**src/mdiu_pkg.sv**
```systemverilog
// Constants and carrier types shared by the MAC DMA interrupt unit.
// Assumes a 32-bit Avalon-MM register bus with byte addresses.
package mdiu_pkg;

   ////////////////////////////////////////////////////////////////////////
   // Bus geometry.
   localparam int ADDR_W = 8;
   localparam int DATA_W = 32;
   localparam int BE_W   = 4;

   ////////////////////////////////////////////////////////////////////////
   // Register byte offsets.
   localparam logic [ADDR_W-1:0] OFS_TX_START = 8'h08;
   localparam logic [ADDR_W-1:0] OFS_RX_START = 8'h0C;
   localparam logic [ADDR_W-1:0] OFS_IRQ_EN   = 8'h28;
   localparam logic [ADDR_W-1:0] OFS_IRQ_ST   = 8'h2C;
   localparam logic [ADDR_W-1:0] OFS_DMA_ST   = 8'h30;

   ////////////////////////////////////////////////////////////////////////
   // Source field layout, shared by the enable and status registers.
   localparam int NUM_SRC          = 7;
   localparam int SRC_LSB          = 25;
   localparam int SRC_MSB          = 31;
   localparam int BIT_LINK_CHANGE  = 31;
   localparam int BIT_TX_DONE      = 30;
   localparam int BIT_RX_DONE      = 29;
   localparam int BIT_TX_UNAVAIL   = 28;
   localparam int BIT_RX_UNAVAIL   = 27;
   localparam int BIT_TX_STOPPED   = 26;
   localparam int BIT_RX_STOPPED   = 25;
   localparam int SRC_LANE         = 3;

   // State readback layout.
   localparam int BIT_TX_SUSP      = 0;
   localparam int BIT_RX_SUSP      = 1;

   ////////////////////////////////////////////////////////////////////////
   // Reset values.
   localparam logic [NUM_SRC-1:0] IRQ_EN_RST = 7'h00;
   localparam logic [NUM_SRC-1:0] IRQ_ST_RST = 7'h00;
   localparam logic [DATA_W-1:0]  RDATA_RST  = 32'h00000000;
   localparam logic [DATA_W-1:0]  RDATA_NONE = 32'h00000000;

   ////////////////////////////////////////////////////////////////////////
   // Events from the DMA engines and the MAC.
   typedef struct packed {
      logic link_up;
      logic tx_frame_done;
      logic rx_frame_ready;
      logic tx_desc_host_owned;
      logic rx_desc_fetch;
      logic rx_desc_host_owned;
      logic rx_frame_arrival;
      logic tx_stopped;
      logic rx_stopped;
   } mdiu_evt_t;

   // Controls back to the DMA engines.
   typedef struct packed {
      logic tx_start_command;
      logic rx_start_command;
      logic rx_resume;
      logic tx_suspended;
      logic rx_suspended;
   } mdiu_ctl_t;

   typedef enum logic [0:0] {
      MDIU_BUS_IDLE = 1'b0,
      MDIU_BUS_ACK  = 1'b1
   } mdiu_bus_t;

endpackage

```
**src/mdiu_sticky.sv**
```systemverilog
// One sticky status flag with write-one-to-clear and its enable bit.
// Assumes set and clear are single-cycle, synchronous to clk.
`timescale 1ns/1ps
module mdiu_sticky (
   // Clock and reset.
   input  wire logic clk,
   input  wire logic rst_n,
   // Controls.
   input  wire logic set_evt,
   input  wire logic clr_wr,
   input  wire logic en_wr,
   input  wire logic en_val,
   // State.
   output logic      flag,
   output logic      en
);

   ////////////////////////////////////////////////////////////////////////
   logic flag_nxt;
   logic en_nxt;

   // The set term wins so that an event in the clearing cycle survives.
   assign flag_nxt = set_evt | (flag & ~clr_wr);
   assign en_nxt   = en_wr ? en_val : en;

   always_ff @(posedge clk or negedge rst_n) begin
      if (!rst_n) begin
         flag <= 1'b0;
         en   <= 1'b0;
      end else begin
         flag <= flag_nxt;
         en   <= en_nxt;
      end
   end

endmodule

```
**src/mdiu_top.sv**
```systemverilog
// MAC DMA interrupt unit: sticky event status, enables, start commands.
// Assumes an Avalon-MM master on the same clock and DMA event strobes.
//
// What this block does
// Set link-change flag, bit 31, when link goes up or down.
// Set transmit-done flag, bit 30, after a frame is sent.
// Set receive-done flag, bit 29, when a received frame awaits host.
// Host-owned next transmit descriptor sets bit 28 and suspends transmit.
// Host restarts transmit by returning descriptor then issuing start command.
// Host-owned fetched receive descriptor sets bit 27 and suspends receive.
// Without a start command, receive resumes on next recognised frame.
// Receive-unavailable raised only when previous descriptor was device-owned.
// Set bit 26 when transmit DMA enters stopped state.
// Set bit 25 when receive DMA enters stopped state.
// Status bits are edge-triggered, sticky, cleared only by writing one.
// Reading status returns bits without clearing them.
// Interrupt raised while any status bit and its enable are set.
// Enable bits 31..25 read-write, reset zero; bits 24..0 read zero.
// Writing zero leaves a bit; a same-cycle event beats the clear.
// Any write to transmit start register restarts transmit descriptor check.
`timescale 1ns/1ps
module mdiu_top
   import mdiu_pkg::*;
(
   // Clock and reset.
   input  wire logic                      clk,
   input  wire logic                      rst_n,
   // Avalon-MM slave.
   input  wire logic [mdiu_pkg::ADDR_W-1:0] avs_address,
   input  wire logic                      avs_read,
   input  wire logic                      avs_write,
   input  wire logic [mdiu_pkg::DATA_W-1:0] avs_writedata,
   input  wire logic [mdiu_pkg::BE_W-1:0] avs_byteenable,
   output logic      [mdiu_pkg::DATA_W-1:0] avs_readdata,
   output logic                           avs_waitrequest,
   // DMA and MAC events.
   input  wire mdiu_pkg::mdiu_evt_t       evt,
   // DMA controls.
   output mdiu_pkg::mdiu_ctl_t            ctl,
   // Host interrupt.
   output logic                           irq
);

   import mdiu_pkg::*;

   ////////////////////////////////////////////////////////////////////////
   // Bus handshake state.
   mdiu_bus_t                 bus_state_r;
   mdiu_bus_t                 bus_state_nxt;
   logic                      waitreq_r;
   logic                      waitreq_nxt;
   logic [DATA_W-1:0]         readdata_r;
   logic [DATA_W-1:0]         readdata_nxt;

   // Decode.
   logic                      req;
   logic                      acc;
   logic                      wr_acc;
   logic                      rd_start;
   logic                      hit_tx_start;
   logic                      hit_rx_start;
   logic                      hit_irq_en;
   logic                      hit_irq_st;
   logic                      hit_dma_st;
   logic                      lane_ok;
   logic                      wr_tx_start;
   logic                      wr_rx_start;
   logic                      wr_irq_en;
   logic                      wr_irq_st;
   logic [NUM_SRC-1:0]        wdata_src;

   // Event detection.
   logic                      link_prev_r;
   logic                      link_seen_r;
   logic                      tx_stop_prev_r;
   logic                      rx_stop_prev_r;
   logic                      rx_prev_dev_r;
   logic                      rx_prev_dev_nxt;
   logic                      link_chg;
   logic                      tx_stop_rise;
   logic                      rx_stop_rise;
   logic                      rx_unavail;
   logic [NUM_SRC-1:0]        set_vec;

   // Suspension and commands.
   logic                      tx_susp_r;
   logic                      tx_susp_nxt;
   logic                      rx_susp_r;
   logic                      rx_susp_nxt;
   logic                      tx_cmd_r;
   logic                      rx_cmd_r;
   logic                      rx_resume_r;
   logic                      rx_resume_nxt;

   // Status and enable.
   logic [NUM_SRC-1:0]        status;
   logic [NUM_SRC-1:0]        enable;
   logic [NUM_SRC-1:0]        pending;
   logic                      irq_r;
   logic [DATA_W-1:0]         st_word;
   logic [DATA_W-1:0]         en_word;
   logic [DATA_W-1:0]         dma_word;

   ////////////////////////////////////////////////////////////////////////
   // Address decode and access qualification.
   // The access completes on the edge where waitrequest is seen low.
   assign req          = avs_read | avs_write;
   assign acc          = req & (bus_state_r == MDIU_BUS_ACK);
   assign wr_acc       = acc & avs_write;
   assign rd_start     = avs_read & (bus_state_r == MDIU_BUS_IDLE);
   assign hit_tx_start = (avs_address == OFS_TX_START);
   assign hit_rx_start = (avs_address == OFS_RX_START);
   assign hit_irq_en   = (avs_address == OFS_IRQ_EN);
   assign hit_irq_st   = (avs_address == OFS_IRQ_ST);
   assign hit_dma_st   = (avs_address == OFS_DMA_ST);
   assign lane_ok      = avs_byteenable[SRC_LANE];
   assign wdata_src    = avs_writedata[SRC_MSB:SRC_LSB];

   // Start commands take any value, so byte enables do not gate them.
   assign wr_tx_start  = wr_acc & hit_tx_start;
   assign wr_rx_start  = wr_acc & hit_rx_start;
   assign wr_irq_en    = wr_acc & hit_irq_en & lane_ok;
   assign wr_irq_st    = wr_acc & hit_irq_st & lane_ok;

   ////////////////////////////////////////////////////////////////////////
   // Bus handshake: one wait cycle, then a single ready cycle.
   always_comb begin
      bus_state_nxt = bus_state_r;
      waitreq_nxt   = 1'b1;
      case (bus_state_r)
         MDIU_BUS_IDLE: begin
            if (req) begin
               bus_state_nxt = MDIU_BUS_ACK;
               waitreq_nxt   = 1'b0;
            end
         end
         MDIU_BUS_ACK: begin
            bus_state_nxt = MDIU_BUS_IDLE;
            waitreq_nxt   = 1'b1;
         end
         default: begin
            bus_state_nxt = MDIU_BUS_IDLE;
            waitreq_nxt   = 1'b1;
         end
      endcase
   end

   ////////////////////////////////////////////////////////////////////////
   // Read words. Reserved bits and unmapped offsets read as zero.
   assign st_word  = {status, {SRC_LSB{1'b0}}};
   assign en_word  = {enable, {SRC_LSB{1'b0}}};
   assign dma_word = {{(DATA_W-2){1'b0}}, rx_susp_r, tx_susp_r};

   // Reading status has no side effect on the flags.
   assign readdata_nxt = !rd_start   ? readdata_r :
                         hit_irq_st  ? st_word    :
                         hit_irq_en  ? en_word    :
                         hit_dma_st  ? dma_word   :
                         RDATA_NONE;

   always_ff @(posedge clk or negedge rst_n) begin
      if (!rst_n) begin
         bus_state_r <= MDIU_BUS_IDLE;
         waitreq_r   <= 1'b1;
         readdata_r  <= RDATA_RST;
      end else begin
         bus_state_r <= bus_state_nxt;
         waitreq_r   <= waitreq_nxt;
         readdata_r  <= readdata_nxt;
      end
   end

   ////////////////////////////////////////////////////////////////////////
   // Event edge detection.
   // The first sample after reset only primes the history, so a link already
   // up or an engine already stopped when reset lifts reports no change.
   assign link_chg     = link_seen_r & (evt.link_up ^ link_prev_r);
   assign tx_stop_rise = link_seen_r & evt.tx_stopped & ~tx_stop_prev_r;
   assign rx_stop_rise = link_seen_r & evt.rx_stopped & ~rx_stop_prev_r;

   // Only the first host-owned fetch after reset or after a device-owned one reports.
   assign rx_unavail      = evt.rx_desc_fetch & evt.rx_desc_host_owned
                            & rx_prev_dev_r;
   assign rx_prev_dev_nxt = evt.rx_desc_fetch ? ~evt.rx_desc_host_owned
                                              : rx_prev_dev_r;

   always_ff @(posedge clk or negedge rst_n) begin
      if (!rst_n) begin
         link_prev_r    <= 1'b0;
         link_seen_r    <= 1'b0;
         tx_stop_prev_r <= 1'b0;
         rx_stop_prev_r <= 1'b0;
         rx_prev_dev_r  <= 1'b1;
      end else begin
         link_prev_r    <= evt.link_up;
         link_seen_r    <= 1'b1;
         tx_stop_prev_r <= evt.tx_stopped;
         rx_stop_prev_r <= evt.rx_stopped;
         rx_prev_dev_r  <= rx_prev_dev_nxt;
      end
   end

   ////////////////////////////////////////////////////////////////////////
   // Set vector in status bit order, bit 0 being bit 25 of the word.
   assign set_vec[BIT_LINK_CHANGE-SRC_LSB] = link_chg;
   assign set_vec[BIT_TX_DONE-SRC_LSB]     = evt.tx_frame_done;
   assign set_vec[BIT_RX_DONE-SRC_LSB]     = evt.rx_frame_ready;
   assign set_vec[BIT_TX_UNAVAIL-SRC_LSB]  = evt.tx_desc_host_owned;
   assign set_vec[BIT_RX_UNAVAIL-SRC_LSB]  = rx_unavail;
   assign set_vec[BIT_TX_STOPPED-SRC_LSB]  = tx_stop_rise;
   assign set_vec[BIT_RX_STOPPED-SRC_LSB]  = rx_stop_rise;

   genvar gi;
   generate
      for (gi = 0; gi < NUM_SRC; gi = gi + 1) begin : g_src
         mdiu_sticky u_flag (
            .clk     (clk),
            .rst_n   (rst_n),
            .set_evt (set_vec[gi]),
            .clr_wr  (wr_irq_st & wdata_src[gi]),
            .en_wr   (wr_irq_en),
            .en_val  (wdata_src[gi]),
            .flag    (status[gi]),
            .en      (enable[gi])
         );
      end
   endgenerate

   ////////////////////////////////////////////////////////////////////////
   // Interrupt: masked status, one level output.
   assign pending = status & enable;

   always_ff @(posedge clk or negedge rst_n) begin
      if (!rst_n) begin
         irq_r <= 1'b0;
      end else begin
         irq_r <= |pending;
      end
   end

   ////////////////////////////////////////////////////////////////////////
   // Transmit suspension. A start command clears it; the engine rechecks
   // the ring and, if the descriptor is still host-owned, reports again.
   always_comb begin
      tx_susp_nxt = tx_susp_r;
      if (evt.tx_desc_host_owned) begin
         tx_susp_nxt = 1'b1;
      end else if (tx_cmd_r) begin
         tx_susp_nxt = 1'b0;
      end
   end

   // Receive suspension ends on a start command or on the next
   // recognised frame, whichever comes first.
   always_comb begin
      rx_susp_nxt   = rx_susp_r;
      rx_resume_nxt = 1'b0;
      if (evt.rx_desc_fetch & evt.rx_desc_host_owned) begin
         rx_susp_nxt = 1'b1;
      end else if (rx_susp_r & rx_cmd_r) begin
         rx_susp_nxt = 1'b0;
      end else if (rx_susp_r & evt.rx_frame_arrival) begin
         rx_susp_nxt   = 1'b0;
         rx_resume_nxt = 1'b1;
      end
   end

   always_ff @(posedge clk or negedge rst_n) begin
      if (!rst_n) begin
         tx_susp_r   <= 1'b0;
         rx_susp_r   <= 1'b0;
         tx_cmd_r    <= 1'b0;
         rx_cmd_r    <= 1'b0;
         rx_resume_r <= 1'b0;
      end else begin
         tx_susp_r   <= tx_susp_nxt;
         rx_susp_r   <= rx_susp_nxt;
         tx_cmd_r    <= wr_tx_start;
         rx_cmd_r    <= wr_rx_start;
         rx_resume_r <= rx_resume_nxt;
      end
   end

   ////////////////////////////////////////////////////////////////////////
   // Outputs, all straight from flip-flops.
   assign avs_readdata         = readdata_r;
   assign avs_waitrequest      = waitreq_r;
   assign irq                  = irq_r;
   assign ctl.tx_start_command = tx_cmd_r;
   assign ctl.rx_start_command = rx_cmd_r;
   assign ctl.rx_resume        = rx_resume_r;
   assign ctl.tx_suspended     = tx_susp_r;
   assign ctl.rx_suspended     = rx_susp_r;

endmodule

```
**config.mk**
```make
export PLATFORM = sky130hd
export DESIGN_NAME = mdiu_top
export DESIGN_NICKNAME = d
export VERILOG_FILES = /design/src/mdiu_pkg.sv /design/src/mdiu_sticky.sv /design/src/mdiu_top.sv
export SDC_FILE = /design/constraint.sdc
export NUM_CORES = 1
export LEC_CHECK = 0
export ABC_AREA = 1
export BUFFER_PORTS_ARGS = -buffer_cell sky130_fd_sc_hd__buf_2
export CAP_MARGIN = 20
export CORE_MARGIN = 3
export CORE_UTILIZATION = 30
export CTS_BUF_LIST = sky130_fd_sc_hd__clkbuf_2 sky130_fd_sc_hd__clkbuf_4 sky130_fd_sc_hd__clkbuf_8
export CTS_CLUSTER_SIZE = 14
export DETAILED_ROUTE_END_ITERATION = 10
export PLACE_DENSITY_LB_ADDON = 0.12
export SYNTH_ARGS = -nofsm -noshare
export SYNTH_HDL_FRONTEND = slang
export SYNTH_SLANG_ARGS = --single-unit
```
**constraint.sdc**
```tcl
create_clock -name clk -period 1.7 [get_ports clk]
set_input_delay 0.17 -clock clk [delete_from_list [all_inputs] [get_ports clk]]
set_output_delay 0.17 -clock clk [all_outputs]
set_load 0.1 [all_outputs]
```
# [Yosys cells after proc, flatten, opt, wreduce, memory -nomap -nowiden]
# Cells that the tools add are included.
[totals] word_cells=104 out_inout_bits=39 register_bits=59 in_bits=57
[classes] n_mux=15 bitwise_logic=53 eq_ne=5 reduce_logical=3
[ops] cell="$mux W32" count=2
[ops] cell="$and A1 B1 Y1" count=32
[ops] cell="$eq A8 B6 Y1 const B" count=3
[ops] cell="$eq A8 B4 Y1 const B" count=2
[ops] cell="$not A1 Y1" count=11
[ops] cell="$mux W1" count=10
[ops] cell="$or A1 B1 Y1" count=8
[ops] cell="$and A7 B7 Y7" count=1
[ops] cell="$reduce_or A7 Y1" count=1
[ops] cell="$pmux W1 S2" count=2
[ops] cell="$reduce_bool A3 Y1" count=1
[ops] cell="$mux W2" count=1
[ops] cell="$reduce_bool A2 Y1" count=1
[ops] cell="$xor A1 B1 Y1" count=1

# [Depth between registers and ports, before layout]
[logic_depth] depth_word=9 ltp_mapped=8 mapped_depth_nobuf=8

# [Hierarchy]
# From an unflattened synthesis, not the netlist that was laid out.
[hier_totals] cells_unflattened=250 hier_area_um2=1894.3
[by_module_without_submodules] module="mdiu_top" n_inst=1 seq_area_each_um2=553.0 cells_per_inst=180 area_each_um2=1333.8
[by_module_without_submodules] module="mdiu_sticky" n_inst=7 seq_area_each_um2=50.0 cells_per_inst=10 area_each_um2=80.1

# [Least setup slack after synthesis]
# No wires, ideal clock.
[synth_path] kind="register to register" from="register, netlist name avs_readdata[0]" to="register readdata_r[0], in the netlist avs_readdata[0]" n_path_buf=0 path_slack_ns=0.544 period_less_slack_ns=1.156 stages_incl_launch_ff=3 setup_time_ns=0.068 t_arrival_ns=1.088 required_ns=1.632 path_cell_list="dfrtp_1 -> nand2_1 -> nand2_1"
[synth_lines] item="end signal, assigned" line_no="mdiu_top.sv:169" rtl="readdata_r <= readdata_nxt;"
[synth_lines] item="end, declared" line_no="mdiu_top.sv:52" rtl="logic [DATA_W-1:0] readdata_r;"

# [Worst setup path in the final report]
[layout_path] from="register waitreq_r, in the netlist avs_waitrequest" to="output avs_waitrequest"
[layout_lines] item="start, declared" line_no="mdiu_top.sv:50" rtl="logic waitreq_r;"
[layout_lines] item="start signal, assigned" line_no="mdiu_top.sv:168" rtl="waitreq_r <= waitreq_nxt;"
[layout_lines] item="end, declared" line_no="mdiu_top.sv:35" rtl="output logic avs_waitrequest,"
# No word-level cell between the ends.

==> results by group <==
STA
  • Final cycle utilization of the critical path: 0.8073
  • Hold Fails Final Rpt: 0
  • Minimum clock period: between 1 and 1.5 ns
  • Skew final: 0.008407 ns
  • Slew Limit Fails: 0
  • Post-route setup TNS: 0 ns
  • Fmax: between 700 and 800 MHz
  • Final Setup Violations: 0
  • PnR worst setup slack: 0.3276 ns
  • RSZ-0062 raised after global routing: no

Clock tree
  • Worst skew pair latency: approximately 0.28 ns
  • CTS tree: yes
  • Total CTS buffers: 5
  • Post-cts sizing count: 0
  • Clk buf depth: 2
  • Reg clk slew, reported paths: around 0.060 ns
  • CTS sink cnt: 36
  • Root Driver: clkbuf_8
  • H-tree depth: 2

Synth
  • Register area share after synthesis: 0.4775
  • Post-synth top area share: 0.4497
  • Cells after synthesis: 231
  • Synthesized area: between 1500 and 2000 um2
  • Synth cell types: 20
  • Asr flop ratio synth: 1.000
  • Area leader, netlist: dfrtp_1
  • Synth area leaders: dfrtp_1, nand2_1, buf_4, nand3_1, inv_1
  • FF+latch count, synth: 36
  • Syn_area_per_cell: around 8.2 um2
  • Top post-synthesis cells by count: nand2_1, dfrtp_1, nand3_1, buf_4, inv_1
  • Post-synth EDFFs: 0
  • Ys flop type: dfrtp_1
  • Most frequent cell after synthesis: nand2_1
  • Synth warn: 0

Route
  • Via count: between 1000 and 1500
  • ANT nets after route: 0
  • Wirelength, routed: roughly 3800 um
  • DRC Markers: 0
  • Pre-antenna DRT Iters: 6
  • Routed WL per cell: roughly 11 um
  • Vias per cell: roughly 4.0
  • DRT iter0 DRCs: 52

Global route
  • Met1 Resource Use GR: 0.1534
  • Total GRT Usage: 0.1149
  • Top Usage Layer GRT: met2
  • Largest net degree at the start of global routing: 37
  • First-pass GRT wire length: ~6700 um
  • GR Util met2: 0.1794
  • Number of global-route vias before repair: 1463
  • Antenna violations before repair: 0
  • GR Util met3: 0.03786
  • GRT overflow: 0

Layout
  • Number of fill cells: around 660
  • Area grow syn2layout: 17.46%
  • Area of the multi-input gates: ~760 um2
  • Final #Nets: 337
  • Antenna diodes: 0
  • Reg area: between 900 and 1000 um2
  • Design area: between 2000 and 2500 um2
  • Layout cells sized above 1: 0.2527
  • Fin cells: between 300 and 400

Critical path
  • Critical Path, Cell by Cell: buf_2
  • CP Class: reg2out
  • Critical path buffers and inverters: 1
  • Critical path endpoint category: output port
  • CP max stage cell: dfstp_2
  • Worst Path Max Fanout: 1
  • Crit path required time: 1.53 ns
  • Setup crit start kind: flip-flop
  • CP peak stage delay: 0.51 ns
  • Crit path DAT: approximately 1.2 ns
  • Cell family with most CP delay: flip-flops

Placement
  • Post-DP HPWL: 2963 um
  • RePlAce Congestion: just under 0.7
  • Placed Instances: roughly 340
  • Port Buffers: 44
  • Worst slack at placement: between 0.4 and 0.5 ns
  • Area post-placement: between 2000 and 2500 um2

Min path
  • Hold crit path type: in2reg

Floorplan
  • Die Y-Extent: ~85 um
  • Core area: 6026 um2
  • Die Area: ~7300 um2
  • Die Span X: between 80 and 90 um
  • Row count: 28
  • Top-level I/O count: 96
  • Initial Util: 0.3140

Pwr
  • PwrDens: roughly 940 nW/um2
  • P_leak: about 1.3 nW
  • Peak VDD IR: 434.5 uV

Run status
  • Status: finished clean

Flow run
  • Max cap viols: 0
[per-layer routing]
layer	vias to the layer above	share of wire
li1	756	-
met1	627	0.47
met2	46	0.45
met3	0	0.075
met4	0	0
met5	-	0
[report_power, final]
part           switching, mW  total, mW  internal (mW)
clock                  0.294      0.745          0.451
sequential            0.0108      0.892          0.882
combinational          0.388      0.451         0.0628
total                  0.692       2.09           1.40
[logic make-up (layout without fill, tap and decap cells)]
family                 count (synthesis)  in the layout  share of synthesized area
AOI/OAI and AO/OA                      2              2                   0.005291
buffers and inverters                 49             77                     0.1620
DFF                                   36             36                     0.4775
other                                  2             24                   0.003970
and+or+nand+nor                      142            142                     0.3512
[through the flow]
step,util,power (mW),hold slack [ns]
floorplan,-,1.319,-0.1256
global placement,0.3436,1.356,0.2460
CTS,0.3688,2.121,0.06334
detailed placement,0.3436,1.358,0.2446
finish,0.3688,2.088,0.07109
global route,0.3688,2.187,0.08280
[worst paths after layout]
check                                 start              endpoint  slack (ns)  depth (start not counted)
setup reg to reg                bus_state_r  g_src[2].u_flag.flag        0.51                          5
hold reg to reg            avs_readdata[31]      avs_readdata[31]        0.48                          2
setup / recovery            avs_waitrequest       avs_waitrequest        0.33                          1
hold / removal                       evt[6]  g_src[4].u_flag.flag        0.07                          3
max in group asynchronous             rst_n         rx_prev_dev_r        0.90                          3
min in group asynchronous             rst_n        tx_stop_prev_r        0.44                          3
[state kept, by name, summed over array words and instances (netlist names)]
register,count
link_prev_r,1
rx_cmd_r,1
rx_resume_r,1
tx_stop_prev_r,1
bus_state_r,1
tx_cmd_r,1
g_src.u_flag.flag,7
g_src.u_flag.en,7
tx_susp_r,1
rx_susp_r,1
rx_stop_prev_r,1
avs_waitrequest,1
irq,1
avs_readdata,9
rx_prev_dev_r,1
link_seen_r,1
[cells in the final DEF, fill, tap and decap left out]
| master | count |
|---|---|
| nand2_2 | 3 |
| bufinv_16 | 1 |
| nor2_4 | 3 |
| or2_2 | 2 |
| nand4_1 | 1 |
| nor2_1 | 13 |
| nand2_1 | 80 |
| nor2_8 | 2 |
| inv_4 | 1 |
| dfrtp_1 | 34 |
| o21ai_0 | 2 |
| clkbuf_4 | 1 |
| nand3b_1 | 2 |
| nor2_2 | 2 |
| nand3_1 | 33 |
| conb_1 | 24 |
| buf_4 | 2 |
| buf_2 | 44 |
| inv_2 | 1 |
| inv_1 | 17 |
| dlygate4sd3_1 | 4 |
| nand2_4 | 1 |
| dfstp_2 | 2 |
| clkbuf_8 | 5 |
| clkinv_2 | 1 |
[layout make-up]
class / count / area share
sequential: 36 / 0.4065
multi-input combinational: 168 / 0.3440
timing repair buffer: 50 / 0.1239
tap: 75 / 0.04223
clock buffer: 6 / 0.03435
inverter: 19 / 0.03322
clock inverter: 2 / 0.01577
[what timing repair did]
action | in CTS | in global routing
hold buffers | 4 | 0
endpoints found under the hold margin | 37 | 0
setup buffers | 0 | 0
setup endpoints to repair | 0 | 0
Note: power is estimated with default switching activity, not from simulation.
